`src/lane_deskew_pkg.sv`:
```
// Shared constants, frame layout and decode functions for the lane deskew logic
`default_nettype none
package lane_deskew_pkg;

    // ----------------------------------------
    // Lane geometry
    // ----------------------------------------
    localparam int LANES = 16;
    localparam int LANE_W = 4;
    localparam int DIRS = 2;
    localparam int DIR_TXSINK = 0;
    localparam int DIR_RXSINK = 1;
    localparam logic [3:0] LINE_BITS_LAST = 4'hF;

    // ----------------------------------------
    // Reference frame layout (bit positions)
    // ----------------------------------------
    localparam int POS_W = 11;
    localparam logic [10:0] FRAME_LAST_POS = 11'h43F;
    localparam logic [10:0] HDR_BITS = 11'h040;
    localparam logic [10:0] FRAMING_BITS = 11'h020;
    localparam logic [10:0] FRAMING_LAST_POS = 11'h01F;
    localparam logic [5:0] SAMPLE_LAST = 6'h3F;
    localparam logic [7:0] FRAME_BYTE_FIRST = 8'hF6;
    localparam logic [7:0] FRAME_BYTE_SECOND = 8'h28;
    localparam logic [7:0] HEADER_SPARE_BYTE = 8'hAA;
    localparam logic [31:0] FRAMING_WORD = {FRAME_BYTE_FIRST, FRAME_BYTE_FIRST,
                                            FRAME_BYTE_SECOND, FRAME_BYTE_SECOND};

    // ----------------------------------------
    // Skew search and lock qualification
    // ----------------------------------------
    localparam int SKEW_DEPTH = 8;
    localparam int SKEW_W = 3;
    localparam logic [2:0] DESKEW_REF_TAP = 3'h4;
    localparam logic [3:0] LOCK_FRAMES = 4'h4;
    localparam logic [3:0] UNLOCK_FRAMES = 4'h3;
    localparam logic [15:0] MISMATCH_MAX = 16'hFFFF;

    // ----------------------------------------
    // Clock source selection and timing
    // ----------------------------------------
    localparam int SYS_CLK_MHZ = 200;
    localparam int LANE_RATE_MIN_MBPS = 2488;
    localparam int LANE_RATE_MAX_MBPS = 3125;
    localparam int FWD_CLK_RATIO = 4;
    localparam int LINE_PER_LANE = 16;
    localparam int REF_HALF_CYC = LINE_PER_LANE * FWD_CLK_RATIO / 2;
    localparam int MIN_PULSE_NS = 150;
    localparam int MIN_PULSE_CYC = (MIN_PULSE_NS * SYS_CLK_MHZ + 999) / 1000;
    localparam logic [10:0] PPM_LOCK_MIN = 11'h064;
    localparam logic [10:0] PPM_SWITCH_MAX = 11'h3E8;
    localparam logic [10:0] PPM_OUT_OF_LOCK = 11'h1F4;
    localparam logic [15:0] FEC_FRAME_PATTERN = 16'hA5C3;

    typedef enum logic {SRC_RECOVERED, SRC_REFERENCE} clk_src_e;

    // Header bit at a frame position below HDR_BITS, sent MSB first
    function automatic logic hdrBit(input logic [10:0] pos);
        logic [7:0] b;
        b = HEADER_SPARE_BYTE;
        if (pos < FRAMING_BITS) begin
            b = pos[4] ? FRAME_BYTE_SECOND : FRAME_BYTE_FIRST;
        end
        hdrBit = b[3'h7 - pos[2:0]];
    endfunction

    // Lane sampled at a frame position, lane 15 first
    function automatic logic [3:0] sampleLane(input logic [10:0] pos);
        logic [10:0] off;
        off = pos - HDR_BITS;
        sampleLane = 4'hF - off[9:6];
    endfunction

endpackage
`default_nettype wire

```
`src/lane_deskew_interface_logic.sv`:
```
// Line transceiver and processor lane logic: word build, clock select, deskew
//
// Notes on behaviour
// - Receive line bits build 16-bit words, first bit in the MSB.
// - Word boundaries ignore any octet alignment in the line stream.
// - Deviation above 1000ppm forwards the reference clock.
// - Out-of-lock is declared above 500ppm, switching to reference.
// - Loss of line signal forwards the reference clock.
// - Clock source alarm is high while the clock is not from data.
// - Source switching never makes a short pulse or period.
// - Receive deskew lane carries frames with samples of the receive lanes.
// - Transmit lanes enter 17 retiming buffers read in parallel each 16 bits.
// - Transmit serialisation sends lane 15 first and lane 0 last.
// - Transmit misalign alarm stays set until all 16 lanes lock.
// - Deskew tracking keeps running after lock.
// - Receive processor buffers 16 lanes plus deskew lane independently.
// - Deskew samples are compared per lane and buffer delay adjusted.
// - Receive misalign alarm held until all 16 lanes lock.
// - Buffer 15 is the earliest bit; the stream is searched for the frame.
// - Transmit processor sends reference frames sampled from its lanes.
// - Persistent mismatch on any lane raises that direction's alarm.
// - Stable skew on every lane clears that direction's alarm.
// - Deskew samples are compared whenever the frame is found, mismatches counted for management.
// - Per-lane fault flags are given beside the direction alarm.
// - Lane rates 2.488 to 3.125 Gb/s; forwarded clocks at a quarter rate.
// - Frame: two F6, two 28, four spare, 1024 samples (64 per lane) lane 15 down.
// - Spare header bytes are 1010 1010, never a framing value.
// - Lane delay moves in one unit interval steps to equalise lanes.
`timescale 1ns/1ps
`default_nettype none
module lane_deskew_interface_logic
    import lane_deskew_pkg::*;
(
    // Clock and reset
    input wire logic clk_sys,
    input wire logic sys_rst,
    // Receive line side (pins)
    input wire logic rxLineBit,
    input wire logic lineSignalLoss,
    input wire logic recoveredClockTick,
    input wire logic [10:0] ppmDeviation,
    // Receive transceiver outputs and lane hold input
    output logic [15:0] rxDataLanes,
    output logic rxDeskewLane,
    output logic rxForwardedClock,
    output logic rxClockSourceAlarm,
    output logic rxBufferReady,
    output logic rxWordOverrun,
    input wire logic rxLanesHold,
    // Transmit transceiver lanes (pins)
    input wire logic [15:0] txDataLanes,
    input wire logic txDeskewLane,
    output logic txLineBit,
    output logic txMisalignAlarm,
    output logic [15:0] txLaneFault,
    output logic txMismatchPulse,
    output logic [15:0] txMismatchCount,
    // Receive processor lanes (pins)
    input wire logic [15:0] rxDataLanesIn,
    input wire logic rxDeskewLaneIn,
    output logic [15:0] rxAlignedWord,
    output logic rxMisalignAlarm,
    output logic [15:0] rxLaneFault,
    output logic rxMismatchPulse,
    output logic [15:0] rxMismatchCount,
    output logic fecFrameFound,
    // Transmit processor side
    input wire logic [15:0] txProcLanes,
    output logic [15:0] txDataLanesOut,
    output logic txDeskewLaneOut
);

    // ----------------------------------------
    // Line bit divider and input synchronisers
    // ----------------------------------------
    logic [3:0] lineCnt_q;
    logic lineS1_q, lineS2_q, losS1_q, losS2_q;
    logic recS1_q, recS2_q, recS3_q;
    logic [1:0][15:0] laneS1_q, laneS2_q;
    logic [1:0] dskS1_q, dskS2_q;
    wire logic laneTick;

    // One lane bit time per 16 line bits
    assign laneTick = (lineCnt_q == LINE_BITS_LAST);

    always_ff @(posedge clk_sys) begin
        if (sys_rst) begin
            lineCnt_q <= '0;
        end else begin
            lineCnt_q <= lineCnt_q + 4'h1;
        end
    end

    // Pins cross into clk_sys through two flops each
    always_ff @(posedge clk_sys) begin
        lineS1_q <= rxLineBit;
        lineS2_q <= lineS1_q;
        losS1_q <= lineSignalLoss;
        losS2_q <= losS1_q;
        recS1_q <= recoveredClockTick;
        recS2_q <= recS1_q;
        recS3_q <= recS2_q;
        laneS1_q <= {rxDataLanesIn, txDataLanes};
        laneS2_q <= laneS1_q;
        dskS1_q <= {rxDeskewLaneIn, txDeskewLane};
        dskS2_q <= dskS1_q;
    end

    // ----------------------------------------
    // Receive word build and buffering
    // ----------------------------------------
    logic [15:0] rxAsm_q;
    wire logic [15:0] rxWord;
    wire logic [15:0] fifoOut;
    wire logic fifoInReady, fifoOutValid, fifoPop;

    assign rxWord = {rxAsm_q[14:0], lineS2_q};
    assign fifoPop = laneTick & ~rxLanesHold;

    always_ff @(posedge clk_sys) begin
        rxAsm_q <= rxWord;
    end

    sync_fifo #(.WIDTH(LANES), .DEPTH(8)) rxWordFifo (
        .clk_sys(clk_sys),
        .sys_rst(sys_rst),
        .inData(rxWord),
        .inValid(laneTick),
        .inReady(fifoInReady),
        .outData(fifoOut),
        .outValid(fifoOutValid),
        .outReady(fifoPop)
    );

    // Lane outputs hold while the sink stalls; a full buffer drops words
    always_ff @(posedge clk_sys) begin
        if (sys_rst) begin
            rxDataLanes <= '0;
            rxBufferReady <= 1'b1;
            rxWordOverrun <= 1'b0;
        end else begin
            rxBufferReady <= fifoInReady;
            if (fifoPop & fifoOutValid) begin
                rxDataLanes <= fifoOut;
            end
            if (laneTick & ~fifoInReady) begin
                rxWordOverrun <= 1'b1;
            end
        end
    end

    // ----------------------------------------
    // Forwarded receive clock source select
    // ----------------------------------------
    clk_src_e src_q;
    logic [5:0] refCnt_q;
    logic [5:0] halfCnt_q;
    wire logic refTick, recEdge, wantRef, srcTick, canToggle;

    assign wantRef = losS2_q | (ppmDeviation > PPM_OUT_OF_LOCK);
    assign refTick = (refCnt_q == 6'(REF_HALF_CYC - 1));
    assign recEdge = recS2_q & ~recS3_q;
    assign srcTick = (src_q == SRC_REFERENCE) ? refTick : recEdge;
    assign canToggle = (halfCnt_q >= 6'(MIN_PULSE_CYC - 1));

    // switch only while low and after a full minimum width
    always_ff @(posedge clk_sys) begin
        if (sys_rst) begin
            src_q <= SRC_REFERENCE;
            refCnt_q <= '0;
            halfCnt_q <= '0;
            rxForwardedClock <= 1'b0;
        end else begin
            refCnt_q <= refTick ? '0 : refCnt_q + 6'h1;
            if (srcTick & canToggle) begin
                rxForwardedClock <= ~rxForwardedClock;
                halfCnt_q <= '0;
            end else if (!canToggle) begin
                halfCnt_q <= halfCnt_q + 6'h1;
            end
            if (!rxForwardedClock & canToggle) begin
                src_q <= wantRef ? SRC_REFERENCE : SRC_RECOVERED;
            end
        end
    end

    // alarm while clock not from data
    always_ff @(posedge clk_sys) begin
        if (sys_rst) begin
            rxClockSourceAlarm <= 1'b1;
        end else begin
            rxClockSourceAlarm <= (src_q == SRC_REFERENCE);
        end
    end

    // ----------------------------------------
    // Reference frame generators (rx transceiver, tx processor)
    // ----------------------------------------
    logic [1:0][10:0] genPos_q;
    wire logic [1:0] genBit;
    wire logic [1:0][15:0] genSrc;

    assign genSrc = {txProcLanes, rxDataLanes};

    for (genvar g = 0; g < DIRS; g++) begin : genFrame
        assign genBit[g] = (genPos_q[g] < HDR_BITS) ? hdrBit(genPos_q[g])
                                                   : genSrc[g][sampleLane(genPos_q[g])];
    end

    always_ff @(posedge clk_sys) begin
        if (sys_rst) begin
            genPos_q <= '0;
            rxDeskewLane <= 1'b0;
            txDeskewLaneOut <= 1'b0;
            txDataLanesOut <= '0;
        end else if (laneTick) begin
            for (int g = 0; g < DIRS; g++) begin
                genPos_q[g] <= (genPos_q[g] == FRAME_LAST_POS) ? '0 : genPos_q[g] + 11'h1;
            end
            rxDeskewLane <= genBit[0];
            txDeskewLaneOut <= genBit[1];
            txDataLanesOut <= txProcLanes;
        end
    end

    // ----------------------------------------
    // Deskew sinks (tx transceiver, rx processor)
    // ----------------------------------------
    logic [1:0][15:0][7:0] hist_q;
    logic [1:0][7:0] dskHist_q;
    logic [1:0][31:0] dskShift_q;
    logic [1:0][10:0] sinkPos_q;
    logic [1:0] framed_q, grpErr_q;
    logic [1:0][15:0][2:0] skew_q;
    logic [1:0][15:0][3:0] goodCnt_q, badCnt_q;
    logic [1:0][15:0] locked_q;
    logic [1:0][15:0] mismatchCnt_q;
    logic [1:0] mismatchPulse_q;
    logic [1:0] dskRef;
    logic [1:0][3:0] curLane;
    logic [1:0] inSample, cmpErr, grpEnd, frameHit;
    logic [1:0][15:0] aligned;

    // per-lane buffers; deskew lane fixed mid tap
    // compare against lane delayed by its skew
    always_comb begin
        for (int d = 0; d < DIRS; d++) begin
            dskRef[d] = dskHist_q[d][DESKEW_REF_TAP];
            curLane[d] = sampleLane(sinkPos_q[d]);
            inSample[d] = framed_q[d] & (sinkPos_q[d] >= HDR_BITS);
            cmpErr[d] = inSample[d] & (dskRef[d] ^ hist_q[d][curLane[d]][skew_q[d][curLane[d]]]);
            grpEnd[d] = laneTick & inSample[d] & (sinkPos_q[d][5:0] == SAMPLE_LAST);
            frameHit[d] = ({dskShift_q[d][30:0], dskRef[d]} == FRAMING_WORD);
            for (int l = 0; l < LANES; l++) begin
                aligned[d][l] = hist_q[d][l][skew_q[d][l]];
            end
        end
    end

    // Histories and frame alignment on the delayed deskew lane
    always_ff @(posedge clk_sys) begin
        if (sys_rst) begin
            hist_q <= '0;
            dskHist_q <= '0;
            dskShift_q <= '0;
            sinkPos_q <= '0;
            framed_q <= '0;
        end else if (laneTick) begin
            for (int d = 0; d < DIRS; d++) begin
                dskHist_q[d] <= {dskHist_q[d][6:0], dskS2_q[d]};
                dskShift_q[d] <= {dskShift_q[d][30:0], dskRef[d]};
                for (int l = 0; l < LANES; l++) begin
                    hist_q[d][l] <= {hist_q[d][l][6:0], laneS2_q[d][l]};
                end
                if (frameHit[d]) begin
                    sinkPos_q[d] <= FRAMING_BITS;
                end else if (sinkPos_q[d] == FRAME_LAST_POS) begin
                    sinkPos_q[d] <= '0;
                end else begin
                    sinkPos_q[d] <= sinkPos_q[d] + 11'h1;
                end
                if (sinkPos_q[d] == FRAMING_LAST_POS) begin
                    framed_q[d] <= frameHit[d];
                end
            end
        end
    end

    always_ff @(posedge clk_sys) begin
        if (sys_rst) begin
            grpErr_q <= '0;
            skew_q <= '0;
            goodCnt_q <= '0;
            badCnt_q <= '0;
            locked_q <= '0;
            mismatchCnt_q <= '0;
            mismatchPulse_q <= '0;
        end else begin
            mismatchPulse_q <= '0;
            for (int d = 0; d < DIRS; d++) begin
                if (laneTick & cmpErr[d] & ~grpEnd[d]) begin
                    grpErr_q[d] <= 1'b1;
                end
                if (grpEnd[d]) begin
                    grpErr_q[d] <= 1'b0;
                    if (grpErr_q[d] | cmpErr[d]) begin
                        mismatchPulse_q[d] <= 1'b1;
                        if (mismatchCnt_q[d] != MISMATCH_MAX) begin
                            mismatchCnt_q[d] <= mismatchCnt_q[d] + 16'h1;
                        end
                        goodCnt_q[d][curLane[d]] <= '0;
                        if (!locked_q[d][curLane[d]] ||
                            badCnt_q[d][curLane[d]] == UNLOCK_FRAMES - 4'h1) begin
                            locked_q[d][curLane[d]] <= 1'b0;
                            badCnt_q[d][curLane[d]] <= '0;
                            skew_q[d][curLane[d]] <= skew_q[d][curLane[d]] + 3'h1;
                        end else begin
                            badCnt_q[d][curLane[d]] <= badCnt_q[d][curLane[d]] + 4'h1;
                        end
                    end else begin
                        badCnt_q[d][curLane[d]] <= '0;
                        if (goodCnt_q[d][curLane[d]] == LOCK_FRAMES - 4'h1) begin
                            locked_q[d][curLane[d]] <= 1'b1;
                        end else begin
                            goodCnt_q[d][curLane[d]] <= goodCnt_q[d][curLane[d]] + 4'h1;
                        end
                    end
                end
            end
        end
    end

    always_ff @(posedge clk_sys) begin
        if (sys_rst) begin
            txMisalignAlarm <= 1'b1;
            rxMisalignAlarm <= 1'b1;
            txLaneFault <= '1;
            rxLaneFault <= '1;
            txMismatchPulse <= 1'b0;
            rxMismatchPulse <= 1'b0;
            txMismatchCount <= '0;
            rxMismatchCount <= '0;
        end else begin
            txMisalignAlarm <= ~&locked_q[DIR_TXSINK];
            rxMisalignAlarm <= ~&locked_q[DIR_RXSINK];
            txLaneFault <= ~locked_q[DIR_TXSINK];
            rxLaneFault <= ~locked_q[DIR_RXSINK];
            txMismatchPulse <= mismatchPulse_q[DIR_TXSINK];
            rxMismatchPulse <= mismatchPulse_q[DIR_RXSINK];
            txMismatchCount <= mismatchCnt_q[DIR_TXSINK];
            rxMismatchCount <= mismatchCnt_q[DIR_RXSINK];
        end
    end

    // ----------------------------------------
    // Transmit serialiser and receive frame search
    // ----------------------------------------
    logic [15:0] txShift_q;
    logic [15:0] prevWord_q;
    logic fecHit;

    // parallel load each lane time, lane 15 out first
    always_ff @(posedge clk_sys) begin
        if (sys_rst) begin
            txShift_q <= '0;
            txLineBit <= 1'b0;
        end else begin
            txShift_q <= laneTick ? aligned[DIR_TXSINK] : {txShift_q[14:0], 1'b0};
            txLineBit <= txShift_q[15];
        end
    end

    // lane 15 is the earliest bit; search every bit offset
    always_comb begin
        logic [31:0] win;
        win = {prevWord_q, aligned[DIR_RXSINK]};
        fecHit = 1'b0;
        for (int k = 0; k < LANES; k++) begin
            if (win[k +: 16] == FEC_FRAME_PATTERN) begin
                fecHit = 1'b1;
            end
        end
    end

    always_ff @(posedge clk_sys) begin
        if (sys_rst) begin
            prevWord_q <= '0;
            rxAlignedWord <= '0;
            fecFrameFound <= 1'b0;
        end else if (laneTick) begin
            prevWord_q <= aligned[DIR_RXSINK];
            rxAlignedWord <= aligned[DIR_RXSINK];
            fecFrameFound <= fecHit & ~rxMisalignAlarm;
        end
    end

endmodule
`default_nettype wire

```
`src/sync_fifo.sv`:
```
// Synchronous FIFO with valid/ready on both sides
`timescale 1ns/1ps
`default_nettype none
module sync_fifo #(
    parameter int WIDTH = 16,
    parameter int DEPTH = 8
) (
    // Clock and reset
    input wire logic clk_sys,
    input wire logic sys_rst,
    // Fill side
    input wire logic [WIDTH-1:0] inData,
    input wire logic inValid,
    output logic inReady,
    // Drain side
    output logic [WIDTH-1:0] outData,
    output logic outValid,
    input wire logic outReady
);
    localparam int PTR_W = $clog2(DEPTH);

    logic [WIDTH-1:0] mem [DEPTH];
    logic [PTR_W-1:0] wrPtr_q;
    logic [PTR_W-1:0] rdPtr_q;
    logic [PTR_W:0] count_q;
    wire logic doWrite;
    wire logic doRead;

    // Handshake decode
    assign inReady = (count_q != (PTR_W+1)'(DEPTH));
    assign outValid = (count_q != '0);
    assign doWrite = inValid & inReady;
    assign doRead = outValid & outReady;
    assign outData = mem[rdPtr_q];

    // Storage, no reset needed on data
    always_ff @(posedge clk_sys) begin
        if (doWrite) begin
            mem[wrPtr_q] <= inData;
        end
    end

    // Pointers and occupancy
    always_ff @(posedge clk_sys) begin
        if (sys_rst) begin
            wrPtr_q <= '0;
            rdPtr_q <= '0;
            count_q <= '0;
        end else begin
            if (doWrite) begin
                wrPtr_q <= (wrPtr_q == PTR_W'(DEPTH - 1)) ? '0 : wrPtr_q + 1'b1;
            end
            if (doRead) begin
                rdPtr_q <= (rdPtr_q == PTR_W'(DEPTH - 1)) ? '0 : rdPtr_q + 1'b1;
            end
            count_q <= count_q + (PTR_W+1)'(doWrite) - (PTR_W+1)'(doRead);
        end
    end
endmodule
`default_nettype wire
```
`config.mk`:
```
export PLATFORM = sky130hd
export DESIGN_NAME = lane_deskew_interface_logic
export DESIGN_NICKNAME = d
export VERILOG_FILES = /design/src/lane_deskew_pkg.sv /design/src/lane_deskew_interface_logic.sv /design/src/sync_fifo.sv
export SDC_FILE = /design/constraint.sdc
export NUM_CORES = 2
export LEC_CHECK = 0
export BUFFER_PORTS_ARGS = -buffer_cell sky130_fd_sc_hd__buf_4
export CORE_MARGIN = 3
export CORE_UTILIZATION = 25
export CTS_BUF_LIST = sky130_fd_sc_hd__clkbuf_4 sky130_fd_sc_hd__clkbuf_8 sky130_fd_sc_hd__clkbuf_16
export DETAILED_ROUTE_END_ITERATION = 8
export PLACE_DENSITY_LB_ADDON = 0.05
export SYNTH_ARGS = -nofsm -noshare
export SYNTH_HDL_FRONTEND = slang
export SYNTH_SLANG_ARGS = --single-unit
```
`constraint.sdc`:
```
create_clock -name clk_sys -period 6.9 [get_ports clk_sys]
set_input_delay 0.69 -clock clk_sys [delete_from_list [all_inputs] [get_ports clk_sys]]
set_output_delay 0.69 -clock clk_sys [all_outputs]
set_load 0.05 [all_outputs]
```
== Word level (Yosys, flattened, before mapping) ==
Memories as Yosys holds them, arrays and structs flattened. A register that Yosys moved wholly into a read port is not among the register bits.
Index checks and enable logic that the tools add are counted.

* Add/subtract/negate cells: 29
* $lt $le $gt $ge: 50
* Equal/unequal tests: 41
* Multiplexer cells: 165
* Bitwise logic cells: 47
* Reduce and logical (&&, ||, !) cells: 31

{| class="wikitable"
|+ Operators with widths
! kind !! count
|-
| two-way mux 64 bit || 8
|-
| AND 64 bit || 4
|-
| bitwise mux 64 bit || 4
|-
| equality test 16 bit, second input constant || 16
|-
| < comparator 3 x 4 -> 1 bit, second input constant || 36
|-
| inverter 64 bit || 2
|-
| two-way mux 16 bit || 7
|-
| binary-select mux 1 bit (select 3 bit) || 36
|-
| bitwise mux 48 bit || 2
|-
| two-way mux 1 bit || 66
|-
| two-way mux 11 bit || 6
|-
| binary-select mux 4 bit (select 4 bit) || 4
|-
| binary-select mux 8 bit (select 4 bit) || 2
|-
| equality test 32 bit, second input constant || 2
|-
| inverter 16 bit || 4
|-
| two-way mux 8 bit || 6
|-
| adder 11 x 1 -> 11 bit, second input constant || 4
|-
| equality test 11 bit, second input constant || 4
|-
| subtractor 10 x 7 -> 10 bit, second input constant || 4
|-
| adder 16 x 1 -> 16 bit, second input constant || 2
|-
| AND 16 bit || 2
|-
| demux 4 bit (select 4 bit) || 2
|-
| inequality test 16 bit, second input constant || 2
|-
| bitwise OR 16 bit || 2
|-
| other kinds (42) || 136
|}

* Bits in registers: 1035
* Bits in writable memories: 128
* Bits of input ports: 67
* Output and inout bits: 124
* Memories: 1

{| class="wikitable"
|+ Memories
! memory !! depth !! bits a word !! read ports !! clocked after memory_dff !! wr ports !! RTL line !! RTL
|-
| rxWordFifo.mem || 8 || 16 || 1 || 1 || 1 || sync_fifo.sv:22 || <nowiki>logic [WIDTH-1:0] mem [DEPTH];</nowiki>
|}

== Logic depth before layout (Yosys ltp) ==
* Depth in word-level cells: 20
* Mapped depth: 24
* Gate-level depth less buffers: 12

== Modules after synthesis ==
A second synthesis with hierarchy kept.

* Cell total of the unflattened synthesis: 4951
* Area total of the unflattened synthesis: 50415.9 um^2

{| class="wikitable"
|+ By module, submodules not included
! module !! instances !! cells each !! area an instance (um^2) !! sequential area each (um^2)
|-
| lane_deskew_interface_logic || 1 || 4690 || 44785.5 || 20840.0
|-
| sync_fifo || 1 || 261 || 5630.4 || 4103.9
|}

== Worst setup path before layout ==
No wires, ideal clock.

* Path type: register to register
* Start: register sinkPos_q[6] in the netlist's numbering
* End: register skew_q[41] in the netlist's numbering
* Library setup time: 72 ps
* Arrival: 5250 ps
* Data required time: 6828 ps
* Slack: 1578 ps
* Stages on the path, launching flop included: 25
* Path buffers: 14
* Clock period less this slack: 5322 ps
* Path through: dfxtp_1 > buf_6 > buf_6 > buf_6 > buf_6 > buf_2 > inv_1 > ha_1 > buf_2 > buf_4 > buf_2 > buf_2 > clkbuf_1 > mux4_2 > nand2_1 > nand3_1 > o21ai_2 > clkbuf_1 > ha_1 > a31oi_1 > clkbuf_1 > clkbuf_1 > clkbuf_1 > nor3_1 > mux2i_1

* Longest elaborated chain between the ends: 10
* Elaborated cells on any way between the ends: 30
* Classes of those cells: add/sub: 3; order compare: 3; eq/ne: 1; mux: 13; bitwise: 6; reduce/logical: 4

{| class="wikitable"
|+ Ends and longest elaborated chain
! item !! RTL line !! RTL
|-
| from (decl) || lane_deskew_interface_logic.sv:232 || <nowiki>logic [1:0][10:0] sinkPos_q;</nowiki>
|-
| from (signal, indexed assignment) || lane_deskew_interface_logic.sv:280 || <nowiki>sinkPos_q[d] <= sinkPos_q[d] + 11'h1;</nowiki>
|-
| subtractor 10 x 7 -> 10 bit || lane_deskew_pkg.sv:71 || <nowiki>off = pos - HDR_BITS;</nowiki>
|-
| subtractor 4 bit || lane_deskew_pkg.sv:72 || <nowiki>sampleLane = 4'hF - off[9:6];</nowiki>
|-
| binary-select mux 8 bit (select 4 bit) or binary-select mux 3 bit (select 4 bit) (tied branches) || lane_deskew_interface_logic.sv:251, lane_deskew_interface_logic.sv:316 ||
|-
| two-way mux 8 bit (implied by the code) or two-way mux 3 bit (tied branches) || lane_deskew_interface_logic.sv:251, lane_deskew_interface_logic.sv:316 ||
|-
| binary-select mux 1 bit (select 3 bit) || lane_deskew_interface_logic.sv:251 || <nowiki>cmpErr[d] = inSample[d] & (dskRef[d] ^ hist_q[d][curLane[d]][skew_q[d][curLane[d]]]);</nowiki>
|-
| two-way mux 1 bit (implied by the code) || lane_deskew_interface_logic.sv:251 ||
|-
| bitwise XOR 1 bit || lane_deskew_interface_logic.sv:251 ||
|-
| AND 1 bit || lane_deskew_interface_logic.sv:251 ||
|-
| bitwise OR 1 bit || lane_deskew_interface_logic.sv:306 || <nowiki>if (grpErr_q[d] | cmpErr[d]) begin</nowiki>
|-
| AND reduction 3 bit (no source line) || - ||
|-
| to (signal, indexed assignment) || lane_deskew_interface_logic.sv:316 || <nowiki>skew_q[d][curLane[d]] <= skew_q[d][curLane[d]] + 3'h1;</nowiki>
|-
| to (decl) || lane_deskew_interface_logic.sv:234 || <nowiki>logic [1:0][15:0][2:0] skew_q;</nowiki>
|}

Several ways; a longest one is shown, not always the timed one. The select of a mux whose other input is x is not followed.
A chain may end at the register's enable or synchronous reset.

==> impl_metrics.yaml <==
power:
  power.density_nw_per_um2: 257
  leakage_nw: 20.1
  p_switching_w: 0.00341
  seqPwrFrac: 0.454
  intPower_w: 0.0120
  peakVddDrop_mv: 0.227
  power_switching_share: 0.222
  p_clk_frac: 0.533
  finalPower_w: 0.0154
  p_comb_frac: 0.013
drt:
  dr.first_iter.drc_count: 2557
  postRouteWirelength_microns: 169000
  via_count: 37896
  via_per_inst: 4.85
  drc: 0
  wl_per_cell_microns: 21.6
  dr.pass1.iters: 7
  drtAntennaViolNets: 0
layout:
  fin_cells: 7813
  multiInputGateArea_sq_um: 23800
  final_layout_size_suffix_gt1_frac: 0.175
  num-fill-cells: 20590
  final_util: 0.301
  layout.nets: 5174
  seq_area_sq_um: 24900
  syn_to_final_growth_pct: 19.0
grt:
  grt_pass1_wl_microns: 255000
  use_met1: 0.233
  antenna_found_initial: 7
  grt_max_degree: 165
  grt_pass1_vias: 37848
  grt.overflow.total: 0
  grtUsageMet2: 0.244
  gr-usage-met3: 0.0300
  busiest_layer: "met2"
  grtUsageTotal: 0.161
clock_tree:
  cts_tree: "done"
  cts_buffer_depth: 3
  htreeDepth: 4
  path_clk_slew_ns: 0.06
  insertion_delay_ns: 0.79
  cts.sinks: 1179
  numCtsBuffers: 147
  cts_setup_buffers: 0
  root_buffer: "clkbuf_16"
timing:
  setup_viol: 0
  final-hold-violation-count: 0
  slew-limit-headroom: 0.0283
  tightest_slew_ns: 1.45
  layout_min_cycle_time_ns: 6.23
  rsz0062_at_grt: "no"
  finalCritPeriodShare: 0.903
  fmax_ghz: 0.160
  finClkSkew_ns: 0.0280
  finalSetupTns_ns: 0
  slew_viol_final: 0
place:
  post-dp-hpwl_microns: 110000
  place_congestion: 0.772
  place_inst: 7512
  io_buffers: 190
worst_hold_path:
  worstHoldPathCells: 1
  hold_path.class: "in -> reg"
  min_from: "txDataLanes[13]"
  hold_path_end: "laneS1_q[13]"
floorplanning:
  core_sq_um: 199000
  start_util: 0.253
  die_width_microns: 454
  die_area_sq_um: 206000
  fp.dieH_microns: 454
  io_pins: 191
  rows: 163
synth:
  synthTopCellsByArea: "dfxtp_1 42%, mux4_2 13%, nand2_1 7.7%"
  synth_seq_area_share: 0.495
  synth_top_area_share: 0.419
  yosysUniqueCellTypes: 95
  async_reset_ff_frac: 0
  ys_ff_latch: 1179
  ys_top_cells_by_count: "1051 x dfxtp_1, 1032 x nand2_1, 496 x a21oi_1, 281 x mux4_2, 269 x nor2_1"
  synth_edf_count: 128
  ys.flop_type: "dfxtp_1"
  postSynthCellCount: 4967
  syn_avg_cell_area_sq_um: 10.1
  synth_top_area_cell: "dfxtp_1"
  synth_most_common_cell: "dfxtp_1"
  synthesis.area_sq_um: 50300
  syn-num-nets: 5084
  ys.warnings.count: 0
flow_run:
  maxCapViolCount: 1
critical_path:
  critPathKind: "reg -> reg"
  reg2reg_depth: 12
  path_max_fanout: 46
  end_kind: "flip-flop"
  r2r_setup_slack_ns: 0.67
  arrival_ns: 6.88
  timing.rr.start: "sinkPos_q[18]"
  critPathRequiredTime_ns: 7.55
  worstSetupStartpoint: "sinkPos_q[18]"
  start_kind: "flip-flop"
run_status:
  status: "finished with violations"
  violations: "max-capacitance violations"
## cell type report
| type | count | share of cell area |
|---|---|---|
| multi-input combinational | 3371 | 0.398 |
| sequential | 1179 | 0.416 |
| clock buffer | 203 | 0.0721 |
| inverter | 62 | 0.00402 |
| timing repair buffer | 296 | 0.0400 |
| tap | 2640 | 0.0552 |
| antenna | 3 | 0.000125 |
| clock inverter | 59 | 0.0141 |
## worst max path at each step
| stage | to | slack (ns) |
|---|---|---|
| 2_1_floorplan | skew_q[41] | 1.58 |
| 3_3_place_gp | mismatchCnt_q[31] | 0.96 |
| 3_5_place_dp | flip-flop | 0.86 |
| 4_1_cts | flip-flop | 0.84 |
| 5_1_grt | mismatchCnt_q[31] | 0.43 |
| 6_report | flip-flop | 0.67 |
## registers in the layout, indices dropped and copies added (netlist names), 22 cells and up, named ones only
register,flops
skew_q,96
rxWordFifo.mem,128
genPos_q,22
dskShift_q,62
hist_q,256
goodCnt_q,128
laneS2_q,32
badCnt_q,128
mismatchCnt_q,32
sinkPos_q,22
laneS1_q,32
## timing repair
action                                 in CTS  in global routing
endpoints found under the hold margin      36                  0
gates resized for setup                     0                  0
hold buffers                               36                  0
## per-layer routing
layer | wire, microns | up-vias
li1 | - | 18086
met1 | 83100 | 18873
met2 | 74300 | 725
met3 | 7350 | 212
met4 | 4030 | 0
met5 | 0 | -
## cells by family after synthesis
kind of cell	Yosys count	share of synthesized area
compound gates	916	0.111
simple gates	1836	0.163
flops	1179	0.495
buf+inv	417	0.0346
xor+xnor	67	0.0126
mux	502	0.171
fa+ha+maj	50	0.0126
## power groups by stage
stage,Sequential (W),Combinational [W],Clock (W)
after floorplan,0.00713,0.000103,0
after global placement,0.00714,0.000198,0
after detailed placement,0.00714,0.000196,0
after CTS,0.00698,0.000214,0.00854
after global routing,0.00699,0.000227,0.00880
final,0.00699,0.000207,0.00820
## through the flow
| stage | setup WS, ns | cell area [sq um] | hold WS, ns |
|---|---|---|---|
| after floorplan | 1.58 | 50300 | 0.310 |
| after global placement | 0.961 | 54300 | 0.311 |
| after detailed placement | 0.855 | 54300 | 0.312 |
| after CTS | 0.837 | 59800 | 0.0245 |
| after global routing | 0.431 | 59800 | 0.0312 |
| final | 0.668 | 59800 | 0.0974 |
## placed cells by master (no fill, tap or decap), types with 34 or more instances in the layout
cell type / n
a211oi_1: 49
a21oi_1: 496
a22o_1: 34
and3_1: 49
buf_4: 253
clkbuf_16: 150
dfxtp_1: 1048
dlygate4sd3_1: 36
edfxtp_1: 128
ha_1: 47
inv_1: 59
mux2i_1: 196
mux4_2: 281
nand2_1: 1032
nand3_1: 159
nand4_1: 84
nor2_1: 265
nor2b_1: 48
nor3_1: 50
o211ai_1: 45
o21ai_0: 113
xor2_1: 36
## critical path, cell delays in order, from the launching register on
cell and delay, ns:
dfxtp_1 0.45, inv_1 0.18, ha_4 0.77, mux4_2 0.42, mux2i_1 0.14, mux2_2 0.49, inv_1 0.15, and2_4 0.18
a22oi_4 0.33, nand4_1 1.18, nand3_1 1.30, and2_1 0.31, o221ai_1 0.14
(Power assumes the default switching activity.)
